--- config.mk ---
export PLATFORM = sky130hd
export DESIGN_NAME = asil_top
export DESIGN_NICKNAME = d
export VERILOG_FILES = /design/src/core/asil_pkg.sv /design/src/core/asil_pulse_timer.sv /design/src/core/asil_top.sv
export VERILOG_INCLUDE_DIRS = /design/src /design/src/core
export SDC_FILE = /design/constraint.sdc
export NUM_CORES = 1
export LEC_CHECK = 0
export BUFFER_PORTS_ARGS = -buffer_cell sky130_fd_sc_hd__clkbuf_2
export CAP_MARGIN = 20
export CELL_PAD_IN_SITES_DETAIL_PLACEMENT = 2
export CELL_PAD_IN_SITES_GLOBAL_PLACEMENT = 2
export CORE_AREA = 2 2 81 142
export CTS_BUF_LIST = sky130_fd_sc_hd__clkbuf_4 sky130_fd_sc_hd__clkbuf_8
export DETAILED_ROUTE_END_ITERATION = 8
export DIE_AREA = 0 0 83 144
export PLACE_DENSITY_LB_ADDON = 0.3
export RECOVER_POWER = 50
export SYNTH_ARGS = -nofsm -noshare
export SYNTH_HDL_FRONTEND = slang
export SYNTH_SLANG_ARGS = --single-unit
--- constraint.sdc ---
create_clock -name CLK_I -period 2.6 [get_ports CLK_I]
set_input_delay 0.26 -clock CLK_I [delete_from_list [all_inputs] [get_ports CLK_I]]
set_output_delay 0.26 -clock CLK_I [all_outputs]
set_load 0.1 [all_outputs]
--- src/core/asil_defines.svh ---
// constants for the shared interrupt request logic of an expansion adapter
// assumes a 10 MHz adapter clock and an 11-bit channel address decode
`ifndef ASIL_DEFINES_SVH
`define ASIL_DEFINES_SVH

// ----------------------------------------------------------------------
// clock and pulse timing
// ----------------------------------------------------------------------
`define ASIL_CLK_PERIOD_NS  100
`define ASIL_PULSE_MIN_NS   125
`define ASIL_PULSE_MAX_NS   1000
`define ASIL_PULSE_MIN_CYC  ((`ASIL_PULSE_MIN_NS + `ASIL_CLK_PERIOD_NS - 1) / `ASIL_CLK_PERIOD_NS)
`define ASIL_PULSE_MAX_CYC  (`ASIL_PULSE_MAX_NS / `ASIL_CLK_PERIOD_NS)
`define ASIL_PULSE_DEF_CYC  (`ASIL_PULSE_MIN_CYC + 1)

// ----------------------------------------------------------------------
// level re-arm strobe addresses
// ----------------------------------------------------------------------
`define ASIL_ADDR_W         11
`define ASIL_LEVEL3_REARM   11'h2F3
`define ASIL_LEVEL4_REARM   11'h2F4
`define ASIL_LEVEL5_REARM   11'h2F5
`define ASIL_LEVEL6_REARM   11'h2F6
`define ASIL_LEVEL7_REARM   11'h2F7
`define ASIL_LEVEL9_REARM   11'h2F2
`define ASIL_LEVEL10_REARM  11'h6F2
`define ASIL_LEVEL11_REARM  11'h6F3
`define ASIL_LEVEL12_REARM  11'h6F4
`define ASIL_LEVEL14_REARM  11'h6F6
`define ASIL_LEVEL15_REARM  11'h6F7

// ----------------------------------------------------------------------
// reset values
// ----------------------------------------------------------------------
`define ASIL_STATUS_RST     1'b0
`define ASIL_ENABLE_RST     1'b0
`define ASIL_BUSY_RST       1'b0
// pin synchroniser order {sa, aen, iow_n, reset_drv, irq_line}
`define ASIL_SYNC_W         15
`define ASIL_SYNC_RST       15'h0006

`endif

--- src/core/asil_pkg.sv ---
// types shared by the shared interrupt request logic
// assumes asil_defines.svh supplies all numeric constants
package asil_pkg;
    typedef logic [3:0] asil_level_t;
    typedef enum logic {ASIL_NONSHARED, ASIL_SHARED} asil_mode_t;
    typedef enum logic [1:0] {ASIL_PT_IDLE, ASIL_PT_LOW, ASIL_PT_END} asil_pt_state_t;
endpackage

--- src/core/asil_pulse_timer.sv ---
// fixed-width low pulse timer for the shared request line
// assumes start_i is a one-cycle request on the same clock
`timescale 1ns/1ns
`include "asil_defines.svh"
module asil_pulse_timer #(
    parameter int unsigned WIDTH_CYC = `ASIL_PULSE_DEF_CYC
) (
    input  wire logic clk_i,
    input  wire logic rstn_i,
    input  wire logic start_i,
    output logic      active_o,
    output logic      done_o
);
    import asil_pkg::*;

    asil_pt_state_t state_reg;
    asil_pt_state_t state_next;
    logic [7:0]     cnt_reg;
    logic [7:0]     cnt_next;
    wire  logic     last_cyc = (cnt_reg == 8'(WIDTH_CYC - 1));

    // ------------------------------------------------------------------
    // pulse sequencer
    // ------------------------------------------------------------------
    always_comb begin
        state_next = state_reg;
        cnt_next   = cnt_reg;
        case (state_reg)
            ASIL_PT_IDLE: begin
                cnt_next = 8'h00;
                if (start_i) begin
                    state_next = ASIL_PT_LOW;
                end
            end
            ASIL_PT_LOW: begin
                cnt_next = cnt_reg + 8'h01;
                if (last_cyc) begin
                    state_next = ASIL_PT_END;
                end
            end
            default: begin
                state_next = ASIL_PT_IDLE;
            end
        endcase
    end

    always_ff @(posedge clk_i or negedge rstn_i) begin
        if (!rstn_i) begin
            state_reg <= ASIL_PT_IDLE;
            cnt_reg   <= 8'h00;
        end else begin
            state_reg <= state_next;
            cnt_reg   <= cnt_next;
        end
    end

    assign active_o = (state_reg == ASIL_PT_LOW);
    assign done_o   = (state_reg == ASIL_PT_END);
endmodule

--- src/core/asil_top.sv ---
// adapter side interrupt request logic, nonshared and shared modes
// assumes channel pins arrive asynchronously; software latch access is
// by plain strobes from the adapter's own register logic on CLK_I
//
// Summary of operation
// - one-bit status latch, written and read back, shows a pending interrupt.
// - one-bit enable latch, written and read back, gates the request line.
// - channel reset drive clears both latches and idles the line driver.
// - nonshared line idles low, goes high and holds until serviced.
// - nonshared line returns low when service clears the adapter.
// - shared request is one low pulse of 125 to 1000 ns, then release.
// - status latch is set no later than the start of the pulse.
// - pulse starts only on status and enable with the level idle.
// - any pulse on the level inhibits every adapter until the re-arm write.
// - a pending request pulses right after the re-arm write ends.
// - each level has one common re-arm address, 2F2-2F7 and 6F2-6F7.
// - re-arm decode uses address bits 0 to 10, write strobe and address enable.
// - re-arm strobe or channel reset clears the level inhibit.
// - the re-arm write looks at no data.
`timescale 1ns/1ns
`include "asil_defines.svh"
module asil_top #(
    parameter int unsigned PULSE_CYC = `ASIL_PULSE_DEF_CYC
) (
    input  wire logic                     CLK_I,
    input  wire logic                     RSTN_I,
    input  wire logic                     RESET_DRV_I,
    input  wire logic [`ASIL_ADDR_W-1:0]  SA_I,
    input  wire logic                     IOW_N_I,
    input  wire logic                     AEN_I,
    input  wire logic                     IRQ_I,
    input  wire asil_pkg::asil_level_t    LEVEL_I,
    input  wire asil_pkg::asil_mode_t     MODE_I,
    input  wire logic                     SRV_REQ_I,
    input  wire logic                     STAT_WR_I,
    input  wire logic                     STAT_WDATA_I,
    input  wire logic                     EN_WR_I,
    input  wire logic                     EN_WDATA_I,
    output logic                          STAT_O,
    output logic                          EN_O,
    output logic                          IRQ_O,
    output logic                          IRQ_OE_O,
    output logic                          LEVEL_BUSY_O
);
    import asil_pkg::*;

    // ------------------------------------------------------------------
    // pin synchronisers
    // ------------------------------------------------------------------
    logic [`ASIL_SYNC_W-1:0] s1_reg;
    logic [`ASIL_SYNC_W-1:0] s2_reg;
    logic [`ASIL_SYNC_W-1:0] s3_reg;
    logic [`ASIL_SYNC_W-1:0] pin_reg;
    logic [`ASIL_SYNC_W-1:0] pin_next;
    wire  logic [`ASIL_SYNC_W-1:0] pin_raw = {SA_I, AEN_I, IOW_N_I, RESET_DRV_I, IRQ_I};
    wire  logic [`ASIL_SYNC_W-1:0] pin_agree = ~(s2_reg ^ s3_reg);

    // a bit changes only once stages two and three agree
    assign pin_next = (pin_agree & s3_reg) | (~pin_agree & pin_reg);

    always_ff @(posedge CLK_I or negedge RSTN_I) begin
        if (!RSTN_I) begin
            s1_reg  <= `ASIL_SYNC_RST;
            s2_reg  <= `ASIL_SYNC_RST;
            s3_reg  <= `ASIL_SYNC_RST;
            pin_reg <= `ASIL_SYNC_RST;
        end else begin
            s1_reg  <= pin_raw;
            s2_reg  <= s1_reg;
            s3_reg  <= s2_reg;
            pin_reg <= pin_next;
        end
    end

    wire logic [`ASIL_ADDR_W-1:0] sa_f = pin_reg[`ASIL_SYNC_W-1:4];
    wire logic aen_f      = pin_reg[3];
    wire logic iow_n_f    = pin_reg[2];
    wire logic chan_rst   = pin_reg[1];
    wire logic irq_line_f = pin_reg[0];

    // ------------------------------------------------------------------
    // re-arm strobe decode
    // ------------------------------------------------------------------
    logic [`ASIL_ADDR_W-1:0] rearm_addr;
    logic                    rearm_valid;
    logic                    armed_reg;
    logic                    armed_next;
    logic                    iow_n_d_reg;

    // one common address per level
    always_comb begin
        rearm_valid = 1'b1;
        case (LEVEL_I)
            4'h3:    rearm_addr = `ASIL_LEVEL3_REARM;
            4'h4:    rearm_addr = `ASIL_LEVEL4_REARM;
            4'h5:    rearm_addr = `ASIL_LEVEL5_REARM;
            4'h6:    rearm_addr = `ASIL_LEVEL6_REARM;
            4'h7:    rearm_addr = `ASIL_LEVEL7_REARM;
            4'h9:    rearm_addr = `ASIL_LEVEL9_REARM;
            4'hA:    rearm_addr = `ASIL_LEVEL10_REARM;
            4'hB:    rearm_addr = `ASIL_LEVEL11_REARM;
            4'hC:    rearm_addr = `ASIL_LEVEL12_REARM;
            4'hE:    rearm_addr = `ASIL_LEVEL14_REARM;
            4'hF:    rearm_addr = `ASIL_LEVEL15_REARM;
            default: begin
                rearm_addr  = `ASIL_ADDR_W'h000;
                rearm_valid = 1'b0;
            end
        endcase
    end

    // only bits 0..10 compared, qualified by write strobe and processor cycle
    wire logic addr_hit  = rearm_valid && (sa_f == rearm_addr);
    wire logic iow_hit   = addr_hit && !iow_n_f && !aen_f;
    wire logic iow_rise  = iow_n_f && !iow_n_d_reg;
    // strobe fires on the trailing edge; the data bus is never looked at
    wire logic rearm     = armed_reg && iow_rise;

    assign armed_next = iow_hit ? 1'b1 : (iow_rise ? 1'b0 : armed_reg);

    always_ff @(posedge CLK_I or negedge RSTN_I) begin
        if (!RSTN_I) begin
            armed_reg   <= 1'b0;
            iow_n_d_reg <= 1'b1;
        end else begin
            armed_reg   <= armed_next;
            iow_n_d_reg <= iow_n_f;
        end
    end

    // ------------------------------------------------------------------
    // status and enable latches
    // ------------------------------------------------------------------
    logic stat_reg;
    logic stat_next;
    logic en_reg;
    logic en_next;

    always_comb begin
        stat_next = stat_reg;
        en_next   = en_reg;
        if (chan_rst) begin
            stat_next = `ASIL_STATUS_RST;
            en_next   = `ASIL_ENABLE_RST;
        end else begin
            if (STAT_WR_I) begin
                stat_next = STAT_WDATA_I;
            end
            // a service request beats a software clear in the same cycle
            if (SRV_REQ_I) begin
                stat_next = 1'b1;
            end
            if (EN_WR_I) begin
                en_next = EN_WDATA_I;
            end
        end
    end

    always_ff @(posedge CLK_I or negedge RSTN_I) begin
        if (!RSTN_I) begin
            stat_reg <= `ASIL_STATUS_RST;
            en_reg   <= `ASIL_ENABLE_RST;
        end else begin
            stat_reg <= stat_next;
            en_reg   <= en_next;
        end
    end

    // ------------------------------------------------------------------
    // level inhibit and pulse generator
    // ------------------------------------------------------------------
    logic busy_reg;
    logic busy_next;
    logic pulse_act;
    logic pulse_done;
    wire  logic shared_mode = (MODE_I == ASIL_SHARED);
    wire  logic req_live    = stat_reg && en_reg;
    wire  logic pulse_start = shared_mode && req_live && !busy_reg
                              && !pulse_act && !pulse_done && !chan_rst;
    // any low level seen on the shared line, ours or another adapter's
    wire  logic line_seen   = shared_mode && (pulse_start || !irq_line_f);

    // setting wins over the re-arm clear
    assign busy_next = line_seen ? 1'b1 :
                       ((rearm || chan_rst) ? 1'b0 : busy_reg);

    always_ff @(posedge CLK_I or negedge RSTN_I) begin
        if (!RSTN_I) begin
            busy_reg <= `ASIL_BUSY_RST;
        end else begin
            busy_reg <= busy_next;
        end
    end

    asil_pulse_timer #(
        .WIDTH_CYC (PULSE_CYC)
    ) u_pulse (
        .clk_i    (CLK_I),
        .rstn_i   (RSTN_I),
        .start_i  (pulse_start),
        .active_o (pulse_act),
        .done_o   (pulse_done)
    );

    // ------------------------------------------------------------------
    // request line driver
    // ------------------------------------------------------------------
    logic irq_reg;
    logic irq_next;
    logic oe_reg;
    logic oe_next;

    always_comb begin
        if (chan_rst) begin
            irq_next = 1'b0;
            oe_next  = 1'b0;
        end else if (shared_mode) begin
            irq_next = 1'b0;
            oe_next  = pulse_act;
        end else begin
            irq_next = stat_reg;
            oe_next  = en_reg;
        end
    end

    always_ff @(posedge CLK_I or negedge RSTN_I) begin
        if (!RSTN_I) begin
            irq_reg <= 1'b0;
            oe_reg  <= 1'b0;
        end else begin
            irq_reg <= irq_next;
            oe_reg  <= oe_next;
        end
    end

    assign IRQ_O        = irq_reg;
    assign IRQ_OE_O     = oe_reg;
    assign STAT_O       = stat_reg;
    assign EN_O         = en_reg;
    assign LEVEL_BUSY_O = busy_reg;

    // ------------------------------------------------------------------
    // checks
    // ------------------------------------------------------------------
    logic [7:0] low_len_reg;

    always_ff @(posedge CLK_I or negedge RSTN_I) begin
        if (!RSTN_I) begin
            low_len_reg <= 8'h00;
        end else if (oe_reg && !irq_reg && shared_mode) begin
            low_len_reg <= low_len_reg + 8'h01;
        end else begin
            low_len_reg <= 8'h00;
        end
    end
endmodule

==> results.toml, run 1 <==
[outcome]
status = "completed"

[finish]
fillers = 1168
nNetsFinal = 275
drive_gt1_frac = 0.216
antennaDiodeCount = 0
regArea_mm2 = 0.00194
fin_area_mm2 = 0.00335
multi_input_area_um2 = 678
area_growth_pct = 26.0

[timing]
min_period_over_period = 0.635
setup_tns_ns = 0
maxSlewHeadroom = 0.186
rsz0062_at_grt = "false"
drv_slew = 0
setup-violations-final = 0
hold_violations = 0
fmax_mhz = 606
fin_skew_ns = 0.00403
period_needed_ns = 1.65
worst-slew-pin-transition_ns = 1.22

[routing]
vias = 1653
drc = 0
wl_per_cell_um = 13.9
drt-pass1-iter-count = 3
dr.first_iter.drc_count = 49
ant_nets = 0
routed_wl_um = 5310
vias_per_cell = 4.33

[yosys]
synth-seq-cells = 77
synthTopCellsByCount = "dfrtp_1, nor2_1, maj3_1"
syn_area_mm2 = 0.00266
synth_top_area_share = 0.641
synth.distinct_cells = 37
syn_inst = 190
synth.area.top_cells = "dfrtp_1, dfstp_2, maj3_1, nor2_1, nand2_1"
ys_warn_count = 0
syn_nets = 219
post-synth-top-area-cell = "dfrtp_1"
synth_most_common_cell = "dfrtp_1"
async_reset_ff_frac = 1.00
synth-main-ff-cell = "dfrtp_1"
synth_seq_area_share = 0.730
syn_area_per_cell_um2 = 14.0
synth-edff-count = 0

[critical_path]
end_kind = "async pin"
arrival_ns = 2.13
startpoint_type = "input port"
cp_max_fo = 50
cp_data_required_time_ns = 3.07
criticalPathCategory = "input port to async pin"

[power_and_ir_drop]
irDropWorstVdd_uv = 271
power_density_mw_per_mm2 = 786
p_leak_uw = 0.00146

[hold_path]
worstHoldPathType = "input port to flop"

[global_routing]
grt_pass1_vias = 1849
grt_max_degree = 51
track_usage = 0.102
grt_overflow_total = 0
antenna_found_initial = 0
grt_pass1_wl_um = 9320

[placed_design]
io_buffers = 31
dp_hpwl_um = 3710
placed_area_mm2 = 0.00297
place_congestion = 0.700

[clock_tree]
cts_resized = 0
path_clk_slew_ns = 0.07
clock-sinks = 77
htreeDepth = 3
clk_latency_ns = 0.35
cts_buffers = 9
cts_tree = "done"
cts-root-buf = "clkbuf_8"
cts_buffer_depth = 2

[floorplan]
ios = 32
core_area_mm2 = 0.0109
die_w_um = 83
start_util = 0.243
fp-row-count = 51
dieArea_mm2 = 0.0120
die_h_um = 144

[run]
drv_cap = 0
==> critical path: stages <==
cell           delay [ns]
dlygate4sd3_1        0.53
clkbuf_2             0.91
buf_4                0.39
==> logic make-up (layout without fill, tap and decap cells) <==
kind of cell | Yosys count | after routing | synth area share
flops | 77 | 77 | 0.730
fa+ha+maj | 17 | 17 | 0.0659
compound gates | 24 | 24 | 0.0593
buf+inv | 9 | 69 | 0.0151
simple gates | 56 | 56 | 0.105
mux | 4 | 4 | 0.0151
xor+xnor | 3 | 3 | 0.00989
==> routing by layer <==
layer	global-route usage	wire, µm
met5	0	0
met4	0.0699	155
met3	0.0297	169
met2	0.178	2940
met1	0.106	2040
==> per-stage QoR <==
step | hold WS (ns) | setup slack [ns] | total power [µW] | utilization | instances
2_1_floorplan | -0.0356 | 0.932 | 1550 | - | 190
3_3_place_gp | 0.316 | 1.30 | 1650 | 0.272 | 351
3_5_place_dp | 0.332 | 1.26 | 1670 | 0.272 | 351
4_1_cts | 0.118 | 1.06 | 2690 | 0.307 | 382
5_1_grt | 0.123 | 0.698 | 2780 | 0.307 | 382
6_report | 0.137 | 0.949 | 2630 | 0.307 | 382
==> final cells by class <==
| type | count | share of cell area |
|---|---|---|
| clock buffers | 10 | 0.0393 |
| clock inverters | 5 | 0.0254 |
| inverters | 5 | 0.00561 |
| multi-input cells | 104 | 0.203 |
| flip-flops and latches | 77 | 0.579 |
| well taps | 132 | 0.0494 |
| repair buffers | 49 | 0.0984 |
==> placed cells by master (no fill, tap or decap), types with 3 or more instances in the layout <==
master,count
nor3_1,5
dlygate4sd3_1,16
a21oi_1,3
nand3_1,4
and3_1,3
mux2i_1,4
dfrtp_1,68
nor2_1,16
inv_1,5
o21ai_0,9
nand3b_1,3
clkbuf_8,9
maj3_1,15
clkbuf_2,30
dfstp_2,4
dfstp_1,5
nand2_1,14
==> what timing repair did <==
item | 4_1_cts | 5_1_grt
setup endpoints to repair | 0 | 0
hold endpoints to repair | 58 | 0
buffers inserted | 0 | 0
hold buffers | 16 | 0
==> final timing paths <==
check,cells past startpoint,slack (ns),to,startpoint
hold reg to reg,0,0.35,s2_reg[5],s1_reg[5]
setup reg to reg,3,1.26,LEVEL_BUSY_O,u_pulse.state_reg[1]
max in group CLK_I,1,1.09,LEVEL_BUSY_O,LEVEL_BUSY_O
hold / removal,2,0.14,IRQ_O,MODE_I
setup / recovery,3,0.95,s1_reg[1],RSTN_I
min in group asynchronous,2,0.71,s1_reg[8],RSTN_I
==> power breakdown <==
group	internal [µW]	switching [µW]
Sequential	1290	77.9
Combinational	102	180
Clock	551	430
Total	1940	687
(Power assumes the default switching activity.)
==> inputs of run 2 (changes only) <==
- clock period: 2.6 -> 1.5 ns (I/O delays scaled with it)
==> results.toml, run 2 (synthesis gave the netlist of run 1 again) <==
[timing]
rsz0062_at_grt = "false"
fin_skew_ns = 0.00762
maxSlewHeadroom = 0.364
fmax_mhz = 712
period_needed_ns = 1.40
worst-slew-pin-transition_ns = 0.954
min_period_over_period = 0.936
setup_tns_ns = 0
setup-violations-final = 0
drv_slew = 0
hold_violations = 0
holdWs_ns = 0.0460

[critical_path]
worst_path_largest_cell_delay_ns = 0.49
worstRegToRegCells = 5
end_kind = "output port"
cp_num_cells = 1
worst-path-buf-inv = 1
slowest_stage = "clkbuf_2"
startpoint_type = "flop"
cp_max_fo = 4
cp-endpoint = "LEVEL_BUSY_O"
r2r-end = "armed_reg"
cp_top_family = "buffers and inverters"
ff2ff_setup_slack_ns = 0.15
criticalPathCategory = "flop to output port"
arrival_ns = 1.25
crit_chain = "clkbuf_2"
critPathLaunch = "LEVEL_BUSY_O"
cp_data_required_time_ns = 1.35

[run]
drv_cap = 0

[floorplan]
dieArea_mm2 = 0.0120
ios = 32
start_util = 0.243
core_area_mm2 = 0.0109
fp-row-count = 51
die_h_um = 144
die_w_um = 83

[global_routing]
grt_overflow_total = 0
grt_max_degree = 38
track_usage = 0.101
antenna_found_initial = 0
grt_pass1_wl_um = 9300
grt_pass1_vias = 1861

[finish]
drive_gt1_frac = 0.245
nNetsFinal = 277
layout_commonest_cell = "dfrtp_1"
regArea_mm2 = 0.00194
fillers = 1144
final_cell_mix = "dfrtp_1, clkbuf_2, nor2_1, dlygate4sd3_1, maj3_1"
fin_cells = 385
area_growth_pct = 26.2
multi_input_area_um2 = 678
antennaDiodeCount = 0

[clock_tree]
post-cts-setup-buffer-count = 0
cts_buffers = 9
clock-sinks = 77
cts_buffer_depth = 2
cts_tree = "done"
cts-root-buf = "clkbuf_8"
clk_latency_ns = 0.34
path_clk_slew_ns = 0.08
htreeDepth = 3

[routing]
routed_wl_um = 5250
vias = 1655
drc = 0
ant_nets = 0
dr.first_iter.drc_count = 66
drt-pass1-iter-count = 3
vias_per_cell = 4.30
wl_per_cell_um = 13.6

[placed_design]
dp_hpwl_um = 3710
place_congestion = 0.728
dp.cells = 353
io_buffers = 31

[outcome]
status = "completed"

[power_and_ir_drop]
p_leak_uw = 0.00146
totalPowerFinal_uw = 4340
irDropWorstVdd_uv = 641
power_density_mw_per_mm2 = 1290

[hold_path]
worstHoldPathType = "input port to flop"
[run 2: timing repair]
action | 4_1_cts | 5_1_grt
resized for setup | 0 | 0
endpoints found under the hold margin | 40 | 0
hold buffers | 16 | 0
[run 2: stage by stage]
| stage | utilization | cell area, µm² | setup slack [ns] |
|---|---|---|---|
| floorplan | - | 2660 | 0.0361 |
| global placement | 0.275 | 3000 | 0.216 |
| detailed placement | 0.275 | 3000 | 0.165 |
| CTS | 0.308 | 3360 | 0.0511 |
| global route | 0.307 | 3350 | 0.0204 |
| finish | 0.307 | 3350 | 0.0955 |
[run 2: cell type report]
class / count / area share
inverter: 5 / 0.00560
clock buffer: 11 / 0.0451
tap: 132 / 0.0493
clock inverter: 5 / 0.0123
timing repair buffer: 51 / 0.107
sequential: 77 / 0.579
multi-input combinational: 104 / 0.202
[run 2: report_power, final]
group / leakage [µW] / internal, µW / switching, µW
sequential: 0.000913 / 2240 / 129
clock: 0.0000926 / 706 / 770
combinational: 0.000456 / 185 / 312
total: 0.00146 / 3130 / 1210
[run 2: worst min path at each step]
stage,startpoint,end,slack (ns),depth (start not counted)
after floorplan,RSTN_I,EN_O,-0.15,0
after global placement,RSTN_I,s1_reg[7],0.16,1
after detailed placement,RSTN_I,s2_reg[7],0.16,1
after CTS,MODE_I,IRQ_O,0.03,2
after global routing,MODE_I,IRQ_O,0.04,2
final,MODE_I,IRQ_O,0.05,2
[run 2: layer usage]
metal,share of wire,up-vias,GRT usage
met4,0.023,0,0.0621
met5,0,-,0
li1,-,770,-
met2,0.54,24,0.171
met1,0.41,853,0.116
met3,0.027,8,0.0240
